**src/hw/tcp_defines.vh**
```
// Constants for the capture/compare pulse timer
`ifndef TCP_DEFINES_VH
`define TCP_DEFINES_VH
`define TCP_CW          16
`define TCP_CNT_MAX     16'hFFFF
`define TCP_CNT_ZERO    16'h0000
// Prescaler/edge register field positions
`define TCP_PRM_CLK_LO  0
`define TCP_PRM_CLK_HI  1
`define TCP_PRM_ES0_LO  4
`define TCP_PRM_ES0_HI  5
`define TCP_PRM_ES1_LO  6
`define TCP_PRM_ES1_HI  7
// Count clock selection codes
`define TCP_CLK_DIV1    2'h0
`define TCP_CLK_DIV4    2'h1
`define TCP_CLK_DIV64   2'h2
`define TCP_CLK_EXT     2'h3
`define TCP_DIV4_LAST   6'h03
`define TCP_DIV64_LAST  6'h3F
// Edge selection codes
`define TCP_ES_FALL     2'h0
`define TCP_ES_RISE     2'h1
`define TCP_ES_BOTH     2'h3
// Operating modes
`define TCP_MODE_STOP   3'h0
`define TCP_MODE_FREE1  3'h1
`define TCP_MODE_FREE2  3'h2
`define TCP_MODE_FREECR 3'h3
`define TCP_MODE_RESTRT 3'h4
`define TCP_MODE_SQW    3'h5
`define TCP_MODE_PPG    3'h6
// Output control field positions
`define TCP_OC_OE       0
`define TCP_OC_TGA      1
`define TCP_OC_LVR      2
`define TCP_OC_LVS      3
`define TCP_OC_TGB      4
`endif

```
**src/hw/tcp_edge_filter.v**
```verilog
// Two-sample noise filter and edge detector for one capture input
`timescale 1ns/100ps
`default_nettype none
`include "tcp_defines.vh"
module tcp_edge_filter (
    input  wire       i_clk,
    input  wire       i_rst,
    input  wire       i_pin,
    input  wire       i_sample,
    input  wire [1:0] i_edge_sel,
    output wire       o_edge,
    output wire       o_rise,
    output wire       o_fall
);
    reg sync1_r;
    reg sync2_r;
    reg samp_a_r;
    reg samp_b_r;
    reg level_r;
    wire level_nxt;

    // Two-flop synchroniser; the first stage feeds only the second
    always @(posedge i_clk) begin
        if (i_rst) begin
            sync1_r <= 1'b0;
            sync2_r <= 1'b0;
        end else begin
            sync1_r <= i_pin;
            sync2_r <= sync1_r;
        end
    end

    // Level only accepted after two equal samples, rejecting short glitches
    always @(posedge i_clk) begin
        if (i_rst) begin
            samp_a_r <= 1'b0;
            samp_b_r <= 1'b0;
            level_r  <= 1'b0;
        end else if (i_sample) begin
            samp_a_r <= sync2_r;
            samp_b_r <= samp_a_r;
            level_r  <= level_nxt;
        end
    end
    assign level_nxt = (samp_a_r == samp_b_r) ? samp_b_r : level_r; // [RULE4]

    // Edges are one-cycle pulses in the cycle the filtered level changes
    assign o_rise = i_sample & level_nxt & ~level_r;
    assign o_fall = i_sample & ~level_nxt & level_r;
    assign o_edge = (i_edge_sel == `TCP_ES_RISE) ? o_rise :
                    (i_edge_sel == `TCP_ES_FALL) ? o_fall :
                    (i_edge_sel == `TCP_ES_BOTH) ? (o_rise | o_fall) : 1'b0; // [RULE3]
endmodule // tcp_edge_filter
`default_nettype wire

```
**src/hw/tcp_timer.v**
```verilog
// Capture/compare timer: pulse width measurement, square wave and PPG output
// Notes on behaviour
// RULE1: Two-pulse mode: primary edge captures into B, irq B
// RULE2: Two-pulse mode: secondary edge captures into A, irq A
// RULE3: Each input selects rise, fall or both
// RULE4: Capture only after two equal input samples
// RULE5: Software clears overflow flag; hardware never does
// RULE6: Two-register mode: opposite primary edge captures into A
// RULE7: Software picks rise or fall in two-register mode
// RULE8: Both-edge primary selection blocks captures into A
// RULE9: Restart mode: capture into B, then clear counter
// RULE10: Software picks rise or fall in restart mode
// RULE11: Output enable plus toggle-A inverts pin on match
// RULE12: Square wave clears counter on A match
// RULE13: Level set/reset bits preload output flip-flop
// RULE14: Toggle-B cleared leaves pin unchanged on B match
// RULE15: PPG: period from A, width from B
// RULE16: Software keeps 0 < B < A <= FFFF
// RULE17: PPG period A+1, high time B+1 counts
// RULE18: Prescaler low bits select count clock source
// RULE19: Software stops timer before prescaler writes
// RULE20: Free-run counter wraps and sets overflow flag
// RULE21: Interrupt requests are one-cycle pulses
`timescale 1ns/100ps
`default_nettype none
`include "tcp_defines.vh"
module tcp_timer (
    input  wire                 i_clk,
    input  wire                 i_rst,
    input  wire                 i_primary_capture_input,
    input  wire                 i_secondary_capture_input,
    input  wire [7:0]           i_prescaler_edge_register,
    input  wire [2:0]           i_timer_mode_control,
    input  wire [4:0]           i_output_control_register,
    input  wire                 i_output_level_wr,
    input  wire                 i_overflow_clear,
    input  wire                 i_cca_wr,
    input  wire                 i_ccb_wr,
    input  wire [`TCP_CW-1:0]   i_wr_data,
    output reg  [`TCP_CW-1:0]   o_timer_counter,
    output reg  [`TCP_CW-1:0]   o_capture_compare_a,
    output reg  [`TCP_CW-1:0]   o_capture_compare_b,
    output reg                  o_counter_overflow_flag,
    output wire                 o_irq_match_a,
    output wire                 o_irq_match_b,
    output reg                  o_timer_output_pin,
    output wire                 o_timer_output_oe
);
    reg  [5:0] presc_r;
    reg        tick_int;
    wire       tick;
    wire [1:0] clk_sel  = i_prescaler_edge_register[`TCP_PRM_CLK_HI:`TCP_PRM_CLK_LO];
    wire [1:0] es_prim  = i_prescaler_edge_register[`TCP_PRM_ES0_HI:`TCP_PRM_ES0_LO];
    wire [1:0] es_sec   = i_prescaler_edge_register[`TCP_PRM_ES1_HI:`TCP_PRM_ES1_LO];
    wire [2:0] mode     = i_timer_mode_control;
    wire       running  = (mode != `TCP_MODE_STOP);
    wire       prim_edge;
    wire       prim_rise;
    wire       prim_fall;
    wire       sec_edge;
    wire       oc_oe    = i_output_control_register[`TCP_OC_OE];
    wire       oc_tga   = i_output_control_register[`TCP_OC_TGA];
    wire       oc_lvr   = i_output_control_register[`TCP_OC_LVR];
    wire       oc_lvs   = i_output_control_register[`TCP_OC_LVS];
    wire       oc_tgb   = i_output_control_register[`TCP_OC_TGB];
    wire       filt_samp;

    // Free prescaler; the divider runs always so the filter has a sample rate
    always @(posedge i_clk) begin
        if (i_rst) begin
            presc_r <= 6'h00;
        end else begin
            presc_r <= presc_r + 6'h01;
        end
    end

    // Count clock source selection
    always @* begin
        case (clk_sel)
            `TCP_CLK_DIV1:  tick_int = 1'b1;
            `TCP_CLK_DIV4:  tick_int = (presc_r[1:0] == `TCP_DIV4_LAST);
            `TCP_CLK_DIV64: tick_int = (presc_r == `TCP_DIV64_LAST);
            default:        tick_int = 1'b1;
        endcase
    end
    // External source samples on the main clock, counts on primary edges
    assign filt_samp = (clk_sel == `TCP_CLK_EXT) ? 1'b1 : tick_int;  // [RULE18]
    assign tick      = (clk_sel == `TCP_CLK_EXT) ? prim_edge : tick_int; // [RULE18]

    tcp_edge_filter u_prim (
        .i_clk      (i_clk),
        .i_rst      (i_rst),
        .i_pin      (i_primary_capture_input),
        .i_sample   (filt_samp),
        .i_edge_sel (es_prim),
        .o_edge     (prim_edge),
        .o_rise     (prim_rise),
        .o_fall     (prim_fall)
    );

    tcp_edge_filter u_sec (
        .i_clk      (i_clk),
        .i_rst      (i_rst),
        .i_pin      (i_secondary_capture_input),
        .i_sample   (filt_samp),
        .i_edge_sel (es_sec),
        .o_edge     (sec_edge),
        .o_rise     (),
        .o_fall     ()
    );

    // Capture and compare events
    wire cap_mode  = (mode == `TCP_MODE_FREE1) | (mode == `TCP_MODE_FREE2) |
                     (mode == `TCP_MODE_FREECR) | (mode == `TCP_MODE_RESTRT);
    wire ext_clk   = (clk_sel == `TCP_CLK_EXT);
    wire cap_b     = cap_mode & ~ext_clk & prim_edge;           // [RULE1] [RULE9]
    wire opp_edge  = (es_prim == `TCP_ES_RISE) ? prim_fall :
                     (es_prim == `TCP_ES_FALL) ? prim_rise : 1'b0; // [RULE8]
    wire cap_a_sec = (mode == `TCP_MODE_FREE2) & sec_edge;      // [RULE2]
    wire cap_a_opp = (mode == `TCP_MODE_FREECR) & ~ext_clk & opp_edge; // [RULE6] [RULE8]
    wire cmp_mode  = (mode == `TCP_MODE_SQW) | (mode == `TCP_MODE_PPG);
    wire match_a   = cmp_mode & tick & (o_timer_counter == o_capture_compare_a);
    wire match_b   = cmp_mode & tick & (o_timer_counter == o_capture_compare_b);
    wire restart   = (mode == `TCP_MODE_RESTRT) & cap_b;        // [RULE9]
    wire wrap      = running & ~cmp_mode & ~restart & tick &
                     (o_timer_counter == `TCP_CNT_MAX);

    // Interrupt requests pulse for exactly the event cycle
    assign o_irq_match_b = running & (cap_b | match_b);          // [RULE21] [RULE1]
    assign o_irq_match_a = running & (cap_a_sec | match_a);      // [RULE21] [RULE2]

    // Counter: stop, restart and compare A match clear it, otherwise free-runs
    always @(posedge i_clk) begin
        if (i_rst) begin
            o_timer_counter <= `TCP_CNT_ZERO;
        end else if (!running) begin
            o_timer_counter <= `TCP_CNT_ZERO;
        end else if (restart) begin
            o_timer_counter <= `TCP_CNT_ZERO;                    // [RULE9]
        end else if (match_a) begin
            o_timer_counter <= `TCP_CNT_ZERO;                    // [RULE12] [RULE17]
        end else if (tick) begin
            o_timer_counter <= o_timer_counter + 16'h0001;       // [RULE20]
        end
    end

    // Overflow flag: hardware set wins over a same-cycle software clear
    always @(posedge i_clk) begin
        if (i_rst) begin
            o_counter_overflow_flag <= 1'b0;
        end else if (wrap) begin
            o_counter_overflow_flag <= 1'b1;                     // [RULE20]
        end else if (i_overflow_clear) begin
            o_counter_overflow_flag <= 1'b0;                     // [RULE5]
        end
    end

    // Capture/compare A: capture wins over a software write in the same cycle
    always @(posedge i_clk) begin
        if (i_rst) begin
            o_capture_compare_a <= `TCP_CNT_ZERO;
        end else if (running & (cap_a_sec | cap_a_opp)) begin
            o_capture_compare_a <= o_timer_counter;              // [RULE2] [RULE6]
        end else if (i_cca_wr) begin
            o_capture_compare_a <= i_wr_data;
        end
    end

    // Capture/compare B; the captured value is the count before any restart
    always @(posedge i_clk) begin
        if (i_rst) begin
            o_capture_compare_b <= `TCP_CNT_ZERO;
        end else if (running & cap_b) begin
            o_capture_compare_b <= o_timer_counter;              // [RULE1] [RULE9]
        end else if (i_ccb_wr) begin
            o_capture_compare_b <= i_wr_data;
        end
    end

    // Output flip-flop. In PPG mode the pin goes low on B match and high on
    // A match, so the high time is B+1 counts out of A+1.
    always @(posedge i_clk) begin
        if (i_rst) begin
            o_timer_output_pin <= 1'b0;
        end else if (i_output_level_wr & oc_lvs & ~oc_lvr) begin
            o_timer_output_pin <= 1'b1;                          // [RULE13]
        end else if (i_output_level_wr & oc_lvr & ~oc_lvs) begin
            o_timer_output_pin <= 1'b0;                          // [RULE13]
        end else if (oc_oe & (mode == `TCP_MODE_PPG)) begin
            if (match_a) begin
                o_timer_output_pin <= 1'b1;                      // [RULE15] [RULE17]
            end else if (match_b) begin
                o_timer_output_pin <= 1'b0;                      // [RULE15] [RULE17]
            end
        end else if (oc_oe & ((match_a & oc_tga) ^ (match_b & oc_tgb))) begin
            o_timer_output_pin <= ~o_timer_output_pin;           // [RULE11] [RULE14]
        end
    end

    assign o_timer_output_oe = oc_oe;                            // [RULE11]
endmodule // tcp_timer
`default_nettype wire

```
**config.mk**
```make
export PLATFORM = sky130hd
export DESIGN_NAME = tcp_timer
export DESIGN_NICKNAME = d
export VERILOG_FILES = /design/src/hw/tcp_edge_filter.v /design/src/hw/tcp_timer.v
export VERILOG_INCLUDE_DIRS = /design/src /design/src/hw
export SDC_FILE = /design/constraint.sdc
export NUM_CORES = 1
export LEC_CHECK = 0
export ABC_AREA = 1
export BUFFER_PORTS_ARGS = -buffer_cell sky130_fd_sc_hd__buf_4
export CAP_MARGIN = 20
export CELL_PAD_IN_SITES_DETAIL_PLACEMENT = 0
export CELL_PAD_IN_SITES_GLOBAL_PLACEMENT = 1
export CORE_MARGIN = 1
export CORE_UTILIZATION = 41
export CTS_CLUSTER_SIZE = 40
export DETAILED_ROUTE_END_ITERATION = 10
export PLACE_DENSITY = 0.84
export SETUP_SLACK_MARGIN = 0.4
export SYNTH_ARGS = -nofsm -noshare
export SYNTH_HDL_FRONTEND = slang
export SYNTH_SLANG_ARGS = --single-unit
export TNS_END_PERCENT = 1
```
**constraint.sdc**
```tcl
create_clock -name i_clk -period 8.2 [get_ports i_clk]
set_input_delay 2.46 -clock i_clk [delete_from_list [all_inputs] [get_ports i_clk]]
set_output_delay 2.46 -clock i_clk [all_outputs]
set_load 0.02 [all_outputs]
```
==> results of run 1 <==
## power groups by stage
stage          logic, µW  clock network [µW]  registers [µW]
2_1_floorplan       72.3                   0             366
3_3_place_gp         133                   0             355
3_5_place_dp         135                   0             356
4_1_cts              135                 280             349
5_1_grt              149                 292             351
6_report             134                 272             349
## worst max path at each step
stage | startpoint | endpoint | slack [ns] | depth (start not counted)
3_3_place_gp | i_prescaler_edge_register[0] | o_irq_match_b | 1.63 | 12
4_1_cts | i_prescaler_edge_register[0] | o_irq_match_b | 1.61 | 12
6_report | i_prescaler_edge_register[0] | o_irq_match_b | 1.62 | 12
3_5_place_dp | i_prescaler_edge_register[0] | o_irq_match_b | 1.61 | 12
2_1_floorplan | i_prescaler_edge_register[0] | o_irq_match_b | 1.95 | 11
5_1_grt | i_prescaler_edge_register[0] | o_irq_match_b | 1.46 | 13
## per-layer routing
metal | vias to the layer above | routed length (µm) | global-route usage
met5 | - | 0 | 0
met4 | 0 | 185 | 0.0769
met3 | 15 | 542 | 0.0489
met2 | 90 | 4990 | 0.381
met1 | 1692 | 4630 | 0.269
li1 | 1936 | - | -
## through the flow
step	setup WS [ns]	utilization	hold WS, ns	std cells
floorplan	1.95	-	0.388	548
global placement	1.63	0.496	0.393	727
detailed placement	1.61	0.496	0.395	727
CTS	1.61	0.516	0.407	742
global route	1.46	0.516	0.448	742
finish	1.62	0.516	0.405	742
## worst max-delay path, cell delays in order
cell      delay (ns)
buf_4           0.12
ha_1            0.26
inv_2           0.10
nand3_1         0.09
inv_2           0.07
nand2_4         0.11
nand4_2         0.12
nand2_2         0.07
o211ai_2        0.06
buf_4           0.37
nand2_1         0.12
buf_4           0.17
## Yosys cell counts, types with 2 or more instances
library cell,number
nand4_2,2
a311oi_1,6
a211oi_1,10
o21ai_0,19
buf_1,2
clkbuf_1,11
a21oi_2,14
o21ai_1,20
nand2_2,5
nor2_2,2
inv_1,60
nand2_1,121
buf_4,2
buf_6,3
dfxtp_1,66
nand2_4,3
buf_2,5
mux2_2,11
nor2_1,70
nor2_4,4
nand4_1,9
a21oi_1,33
nand3_1,7
nor4_1,4
nand3_2,5
nor3_1,6
xor2_1,2
xnor2_1,18
ha_1,5
inv_2,11
## sequential cells by signal (all words and copies together), names as in the netlist, 6 cells and up
| signal | count |
|---|---|
| o_capture_compare_b | 16 |
| o_timer_counter | 16 |
| o_capture_compare_a | 16 |
| presc_r | 6 |
## area by class of cell
type / instances / area [µm²]
inverter: 71 / 267
tap: 111 / 139
fill: 945 / 4450
timing repair buffer: 91 / 683
sequential: 66 / 1320
multi-input combinational: 388 / 2150
clock inverter: 3 / 40.0
clock buffer: 12 / 145
## cell families after synthesis
group	synth area share
AOI/OAI and AO/OA	0.175
xor gates and xnor gates	0.0454
adders and majority gates	0.0188
buffers and inverters	0.101
DFF	0.342
muxes	0.0321
and+or+nand+nor	0.286
==> metrics.txt, run 1 <==
# TYPE chip_impl_metric gauge
chip_impl_info{name="setup.worst_path.class",value="in -> out"} 1
chip_impl_metric{name="cts-buffers-inserted",unit=""} 9
chip_impl_metric{name="timing.reg2reg.worst_path_depth",unit=""} 11
chip_impl_metric{name="cts.reportedPaths.clkPinSlew",unit="ns"} 0.07
chip_impl_info{name="outcome",value="finished clean"} 1
chip_impl_metric{name="synth.avg_cell_area",unit="µm²"} 7.05
chip_impl_metric{name="gr-total-overflow",unit=""} 0
chip_impl_metric{name="route.detailed.wl_per_inst",unit="µm"} 13.9
chip_impl_metric{name="drc_errors",unit=""} 0
chip_impl_metric{name="postRouteAntennaNets",unit=""} 0
chip_impl_info{name="rr_endpoint",value="o_capture_compare_a[13]"} 1
chip_impl_metric{name="finalPower",unit="µW"} 755
chip_impl_metric{name="power_share_of_the_clock_group",unit=""} 0.360
chip_impl_metric{name="antenna_found_initial",unit=""} 0
chip_impl_metric{name="slew_headroom",unit=""} 0.278
chip_impl_metric{name="finalSetupViolCount",unit=""} 0
chip_impl_metric{name="yosysUniqueCellTypes",unit=""} 42
chip_impl_metric{name="min_path_cells",unit=""} 2
chip_impl_metric{name="power.density",unit="nW/µm²"} 159
chip_impl_metric{name="die_height",unit="µm"} 99.1
chip_impl_metric{name="p_switching",unit="µW"} 216
chip_impl_metric{name="tns",unit="ns"} 0
chip_impl_metric{name="synthArstFlopShare",unit=""} 0
chip_impl_metric{name="post_synth_instance_area",unit="µm²"} 3860
chip_impl_metric{name="cts.htree.levels",unit=""} 3
chip_impl_metric{name="synth_enable_flop_cells",unit=""} 0
chip_impl_metric{name="antennaDiodeCount",unit=""} 0
chip_impl_metric{name="nets",unit=""} 672
chip_impl_metric{name="design.die.area",unit="µm²"} 9810
chip_impl_metric{name="cts_hold_buf",unit=""} 0
chip_impl_info{name="layout_commonest_cell",value="nand2_1"} 1
chip_impl_metric{name="final_hold_viol_count",unit=""} 0
chip_impl_metric{name="detail_route.wirelength",unit="µm"} 10300
chip_impl_metric{name="fraction_of_power_consumed_by_sequential_logic",unit=""} 0.462
chip_impl_info{name="cell_taking_the_most_area_after_synthesis",value="dfxtp_1"} 1
chip_impl_metric{name="vias_per_cell",unit=""} 5.03
chip_impl_metric{name="fin_crit_sh",unit=""} 0.803
chip_impl_metric{name="postCtsSetupRepairBufs",unit=""} 0
chip_impl_metric{name="fraction_of_final_layout_cells_sized_beyond_drive_strength_1",unit=""} 0.265
chip_impl_metric{name="sw_frac_of_total",unit=""} 0.286
chip_impl_metric{name="cp_data_arrival_time",unit="ns"} 4.12
chip_impl_info{name="min_delay_worst_endpoint",value="u_prim.sync2_r"} 1
chip_impl_metric{name="placement.io_buffers",unit=""} 90
chip_impl_metric{name="synth-seq-cells",unit=""} 66
chip_impl_info{name="timing.hold.worst.start",value="u_prim.sync1_r"} 1
chip_impl_info{name="cell_types_with_the_largest_area_share_after_synthesis",value="dfxtp_1 34%, nand2_1 12%, nor2_1 6.8%"} 1
chip_impl_metric{name="dr.first_iter.drc_count",unit=""} 137
chip_impl_metric{name="final_area",unit="µm²"} 4750
chip_impl_metric{name="maxCapViolations",unit=""} 0
chip_impl_info{name="rsz_0062_raised_after_global_routing",value="false"} 1
chip_impl_metric{name="reg2reg_slack",unit="ns"} 5.47
chip_impl_metric{name="p_leak",unit="µW"} 0.00211
chip_impl_info{name="timing.critical_path.from_type",value="input pin"} 1
chip_impl_metric{name="cts.sinks",unit=""} 66
chip_impl_info{name="worst_min_delay_path_category",value="reg -> reg"} 1
chip_impl_metric{name="post_cts.resized_instances",unit=""} 0
chip_impl_metric{name="fraction_of_post_synthesis_cell_area_in_the_top_cell_type_by_area",unit=""} 0.342
chip_impl_metric{name="rows",unit=""} 35
chip_impl_info{name="timing.rr.start",value="presc_r[0]"} 1
chip_impl_metric{name="vias",unit=""} 3733
chip_impl_info{name="tritoncts_clock_tree",value="built"} 1
chip_impl_info{name="critical_path.endpoint_type",value="output pin"} 1
chip_impl_metric{name="grt_pass1_wl",unit="µm"} 16800
chip_impl_metric{name="fmax",unit="MHz"} 152
chip_impl_metric{name="die_w",unit="µm"} 99.1
chip_impl_metric{name="intPower",unit="µW"} 539
chip_impl_metric{name="p_comb_frac",unit=""} 0.178
chip_impl_metric{name="clock-skew-final",unit="ns"} 0.00915
chip_impl_metric{name="initial_core_util",unit=""} 0.420
chip_impl_metric{name="ys.warnings.count",unit=""} 0
chip_impl_metric{name="area_delta_synth_final",unit="%"} 22.9
chip_impl_metric{name="critical_path_peak_fanout",unit=""} 34
chip_impl_metric{name="ctsLongestPathBuffers",unit=""} 2
chip_impl_metric{name="post_synth_inst_count",unit=""} 548
chip_impl_info{name="mostFrequentLayoutCells",value="121 x nand2_1, 91 x buf_4, 70 x nor2_1, 66 x dfxtp_1, 60 x inv_1"} 1
chip_impl_metric{name="dr.pass1.iters",unit=""} 4
chip_impl_metric{name="total_grt_usage",unit=""} 0.220
chip_impl_info{name="dominantRegCellSynth",value="dfxtp_1"} 1
chip_impl_metric{name="grt_max_degree",unit=""} 35
chip_impl_metric{name="drv_slew",unit=""} 0
chip_impl_metric{name="core-area",unit="µm²"} 9200
chip_impl_metric{name="first_global_vias",unit=""} 3564
chip_impl_info{name="cts_root_buf",value="clkbuf_8"} 1
chip_impl_metric{name="mappedNetlistNets",unit=""} 593
chip_impl_metric{name="clk_latency",unit="ns"} 0.35
chip_impl_metric{name="critical_path_required",unit="ns"} 5.74
chip_impl_metric{name="synth-seq-area-share",unit=""} 0.342
chip_impl_metric{name="routability_congestion_estimate",unit=""} 0.844
chip_impl_metric{name="hpwl_reported_at_the_end_of_detailed_placement",unit="µm"} 7470
chip_impl_metric{name="max_slew.worst_pin.slew",unit="ns"} 1.08
chip_impl_metric{name="placedInstanceArea",unit="µm²"} 4560
chip_impl_metric{name="post-route-min-period",unit="ns"} 6.58
chip_impl_metric{name="max-vdd-ir-drop",unit="V"} 0.0000762
chip_impl_metric{name="io_pins",unit=""} 93
Power figures use the tool's default switching activity.
==> inputs of run 2 (changes only) <==
--- a/config.mk
+++ b/config.mk
@@ -12,10 +12,10 @@
 export CELL_PAD_IN_SITES_DETAIL_PLACEMENT = 0
 export CELL_PAD_IN_SITES_GLOBAL_PLACEMENT = 1
 export CORE_MARGIN = 1
-export CORE_UTILIZATION = 41
+export CORE_UTILIZATION = 34
 export CTS_CLUSTER_SIZE = 40
 export DETAILED_ROUTE_END_ITERATION = 10
-export PLACE_DENSITY = 0.84
+export PLACE_DENSITY = 0.74
 export SETUP_SLACK_MARGIN = 0.4
 export SYNTH_ARGS = -nofsm -noshare
 export SYNTH_HDL_FRONTEND = slang
==> constraint.sdc (replaced) <==
create_clock -name i_clk -period 5.6 [get_ports i_clk]
set_input_delay 1.68 -clock i_clk [delete_from_list [all_inputs] [get_ports i_clk]]
set_output_delay 1.68 -clock i_clk [all_outputs]
set_load 0.02 [all_outputs]
==> run 2 against run 1 <==
Effect of this change: die area rose by 20%; critical path depth did not move; worst hold slack got worse by 0.0032 ns; clock skew fell by 0.0013 ns; combinational power rose by 48%; cell count rose by 4.0%; setup slack got worse by 0.86 ns; via count fell by 0.43%; largest cell class unchanged.
==> metrics.txt, run 2 (synthesis gave the netlist of run 1 again) <==
# TYPE chip_impl_metric gauge
chip_impl_info{name="outcome",value="finished clean"} 1
chip_impl_metric{name="detail_route.wirelength",unit="µm"} 10700
chip_impl_metric{name="p_comb_frac",unit=""} 0.150
chip_impl_metric{name="area_delta_synth_final",unit="%"} 28.1
chip_impl_metric{name="max-vdd-ir-drop",unit="V"} 0.000147
chip_impl_metric{name="cts-buffers-inserted",unit=""} 9
chip_impl_metric{name="antenna_found_initial",unit=""} 0
chip_impl_info{name="worst_min_delay_path_category",value="reg -> reg"} 1
chip_impl_metric{name="intPower",unit="µW"} 988
chip_impl_metric{name="drv_slew",unit=""} 0
chip_impl_metric{name="dr.first_iter.drc_count",unit=""} 180
chip_impl_metric{name="fraction_of_power_consumed_by_sequential_logic",unit=""} 0.389
chip_impl_metric{name="routability_congestion_estimate",unit=""} 0.793
chip_impl_metric{name="cts.htree.levels",unit=""} 3
chip_impl_metric{name="hpwl_reported_at_the_end_of_detailed_placement",unit="µm"} 7730
chip_impl_info{name="setup.worst_path.class",value="in -> out"} 1
chip_impl_metric{name="p_switching",unit="µW"} 328
chip_impl_metric{name="post-route-min-period",unit="ns"} 4.84
chip_impl_metric{name="finalSetupViolCount",unit=""} 0
chip_impl_metric{name="fraction_of_final_layout_cells_sized_beyond_drive_strength_1",unit=""} 0.266
chip_impl_metric{name="postRouteAntennaNets",unit=""} 0
chip_impl_metric{name="design.die.area",unit="µm²"} 11800
chip_impl_info{name="critical_path.endpoint_type",value="output pin"} 1
chip_impl_metric{name="drc_errors",unit=""} 0
chip_impl_metric{name="placement.io_buffers",unit=""} 90
chip_impl_info{name="rsz_0062_raised_after_global_routing",value="false"} 1
chip_impl_metric{name="finish.utilization",unit=""} 0.452
chip_impl_metric{name="vias",unit=""} 3717
chip_impl_metric{name="clk_latency",unit="ns"} 0.33
chip_impl_metric{name="dr.pass1.iters",unit=""} 4
chip_impl_metric{name="cts.sinks",unit=""} 66
chip_impl_info{name="largest_registers",value="o_capture_compare_a: 16 flops, o_capture_compare_b: 16 flops, o_timer_counter: 16 flops"} 1
chip_impl_metric{name="sw_frac_of_total",unit=""} 0.249
chip_impl_metric{name="power_share_of_the_clock_group",unit=""} 0.461
chip_impl_metric{name="clock-skew-final",unit="ns"} 0.00786
chip_impl_metric{name="cp_data_arrival_time",unit="ns"} 3.16
chip_impl_metric{name="initial_core_util",unit=""} 0.353
chip_impl_metric{name="final_hold_viol_count",unit=""} 0
chip_impl_metric{name="grt_pass1_wl",unit="µm"} 17300
chip_impl_metric{name="vias_per_cell",unit=""} 4.81
chip_impl_metric{name="maxCapViolations",unit=""} 0
chip_impl_metric{name="slew_headroom",unit=""} 0.387
chip_impl_metric{name="fin_crit_sh",unit=""} 0.865
chip_impl_metric{name="post_cts.resized_instances",unit=""} 0
chip_impl_metric{name="cts.reportedPaths.clkPinSlew",unit="ns"} 0.05
chip_impl_metric{name="postCtsSetupRepairBufs",unit=""} 0
chip_impl_metric{name="power.density",unit="nW/µm²"} 266
chip_impl_metric{name="ctsLongestPathBuffers",unit=""} 2
chip_impl_metric{name="die_height",unit="µm"} 109
chip_impl_info{name="timing.critical_path.from_type",value="input pin"} 1
chip_impl_metric{name="critical_path_peak_fanout",unit=""} 14
chip_impl_info{name="layout_commonest_cell",value="nand2_1"} 1
chip_impl_metric{name="antennaDiodeCount",unit=""} 0
chip_impl_metric{name="cts_hold_buf",unit=""} 0
chip_impl_metric{name="rows",unit=""} 38
chip_impl_metric{name="reg2reg_slack",unit="ns"} 3.11
chip_impl_metric{name="fill_cells",unit=""} 1178
chip_impl_metric{name="max_slew.worst_pin.slew",unit="ns"} 0.919
chip_impl_metric{name="die_w",unit="µm"} 109
chip_impl_metric{name="core-area",unit="µm²"} 10900
chip_impl_metric{name="first_global_vias",unit=""} 3575
chip_impl_metric{name="nets",unit=""} 673
chip_impl_metric{name="critical_path_required",unit="ns"} 3.92
chip_impl_metric{name="tns",unit="ns"} 0
chip_impl_metric{name="fmax",unit="MHz"} 206
chip_impl_info{name="mostFrequentLayoutCells",value="121 x nand2_1, 91 x buf_4, 70 x nor2_1, 66 x dfxtp_1, 60 x inv_1"} 1
chip_impl_metric{name="p_leak",unit="µW"} 0.00218
chip_impl_metric{name="gr-total-overflow",unit=""} 0
chip_impl_info{name="tritoncts_clock_tree",value="built"} 1
chip_impl_metric{name="grt_max_degree",unit=""} 34
chip_impl_info{name="cts_root_buf",value="clkbuf_16"} 1
chip_impl_metric{name="route.detailed.wl_per_inst",unit="µm"} 13.8
chip_impl_metric{name="total_grt_usage",unit=""} 0.193
chip_impl_metric{name="io_pins",unit=""} 93
==> run 2: changes by cell type in the layout (fill, tap and decap cells not counted), sizes merged <==
cell and delta:
bufinv +1, clkbuf +1, clkinv -2, buf +1
==> run 2: per-layer routing <==
layer / wire length (µm) / track usage / up-vias
met5: 0 / 0 / -
met4: 138 / 0.0531 / 0
met3: 473 / 0.0410 / 13
met2: 5210 / 0.337 / 64
met1: 4870 / 0.237 / 1701
li1: - / - / 1939
==> run 2: final cells by class <==
| type | instances | area [µm²] | area share |
|---|---|---|---|
| Multi-Input combinational cell | 388 | 2150 | 0.435 |
| Inverter | 71 | 267 | 0.0539 |
| Sequential cell | 66 | 1320 | 0.267 |
| Timing Repair Buffer | 92 | 711 | 0.144 |
| Clock inverter | 2 | 60.1 | 0.0121 |
| Clock buffer | 13 | 260 | 0.0526 |
| Tap cell | 140 | 175 | 0.0354 |
==> run 2: final timing paths <==
| kind | start | endpoint | cells after the start |
|---|---|---|---|
| min reg2reg | u_prim.sync1_r | u_prim.sync2_r | 2 |
| max | i_prescaler_edge_register[0] | o_irq_match_a | 12 |
| min | u_prim.sync1_r | u_prim.sync2_r | 2 |
| max reg2reg | presc_r[0] | o_timer_counter[6] | 15 |
==> run 2: critical path, cell delays in order <==
cell     delay (ns)
buf_4          0.09
inv_1          0.04
ha_1           0.27
inv_1          0.05
nand3_1        0.09
inv_2          0.05
nand2_4        0.15
nand4_2        0.14
nand3_2        0.12
nand4_1        0.21
nand2_1        0.15
buf_4          0.15
==> run 2: stage by stage <==
step	cells	hold WS [ns]	setup slack, ns	power (µW)	area, µm²
floorplan	548	0.388	0.908	642	3860
CTS	771	0.405	0.748	1330	4920
global placement	756	0.394	0.735	717	4600
finish	772	0.401	0.757	1320	4950
global route	772	0.442	0.608	1380	4950
detailed placement	756	0.396	0.746	720	4600
==> run 2: power by group through the flow <==
stage	Clock, µW	Combinational (µW)	Sequential, µW
after floorplan	0	106	536
after global placement	0	197	521
after detailed placement	0	199	522
after CTS	622	200	511
after global routing	639	222	514
final	607	198	511
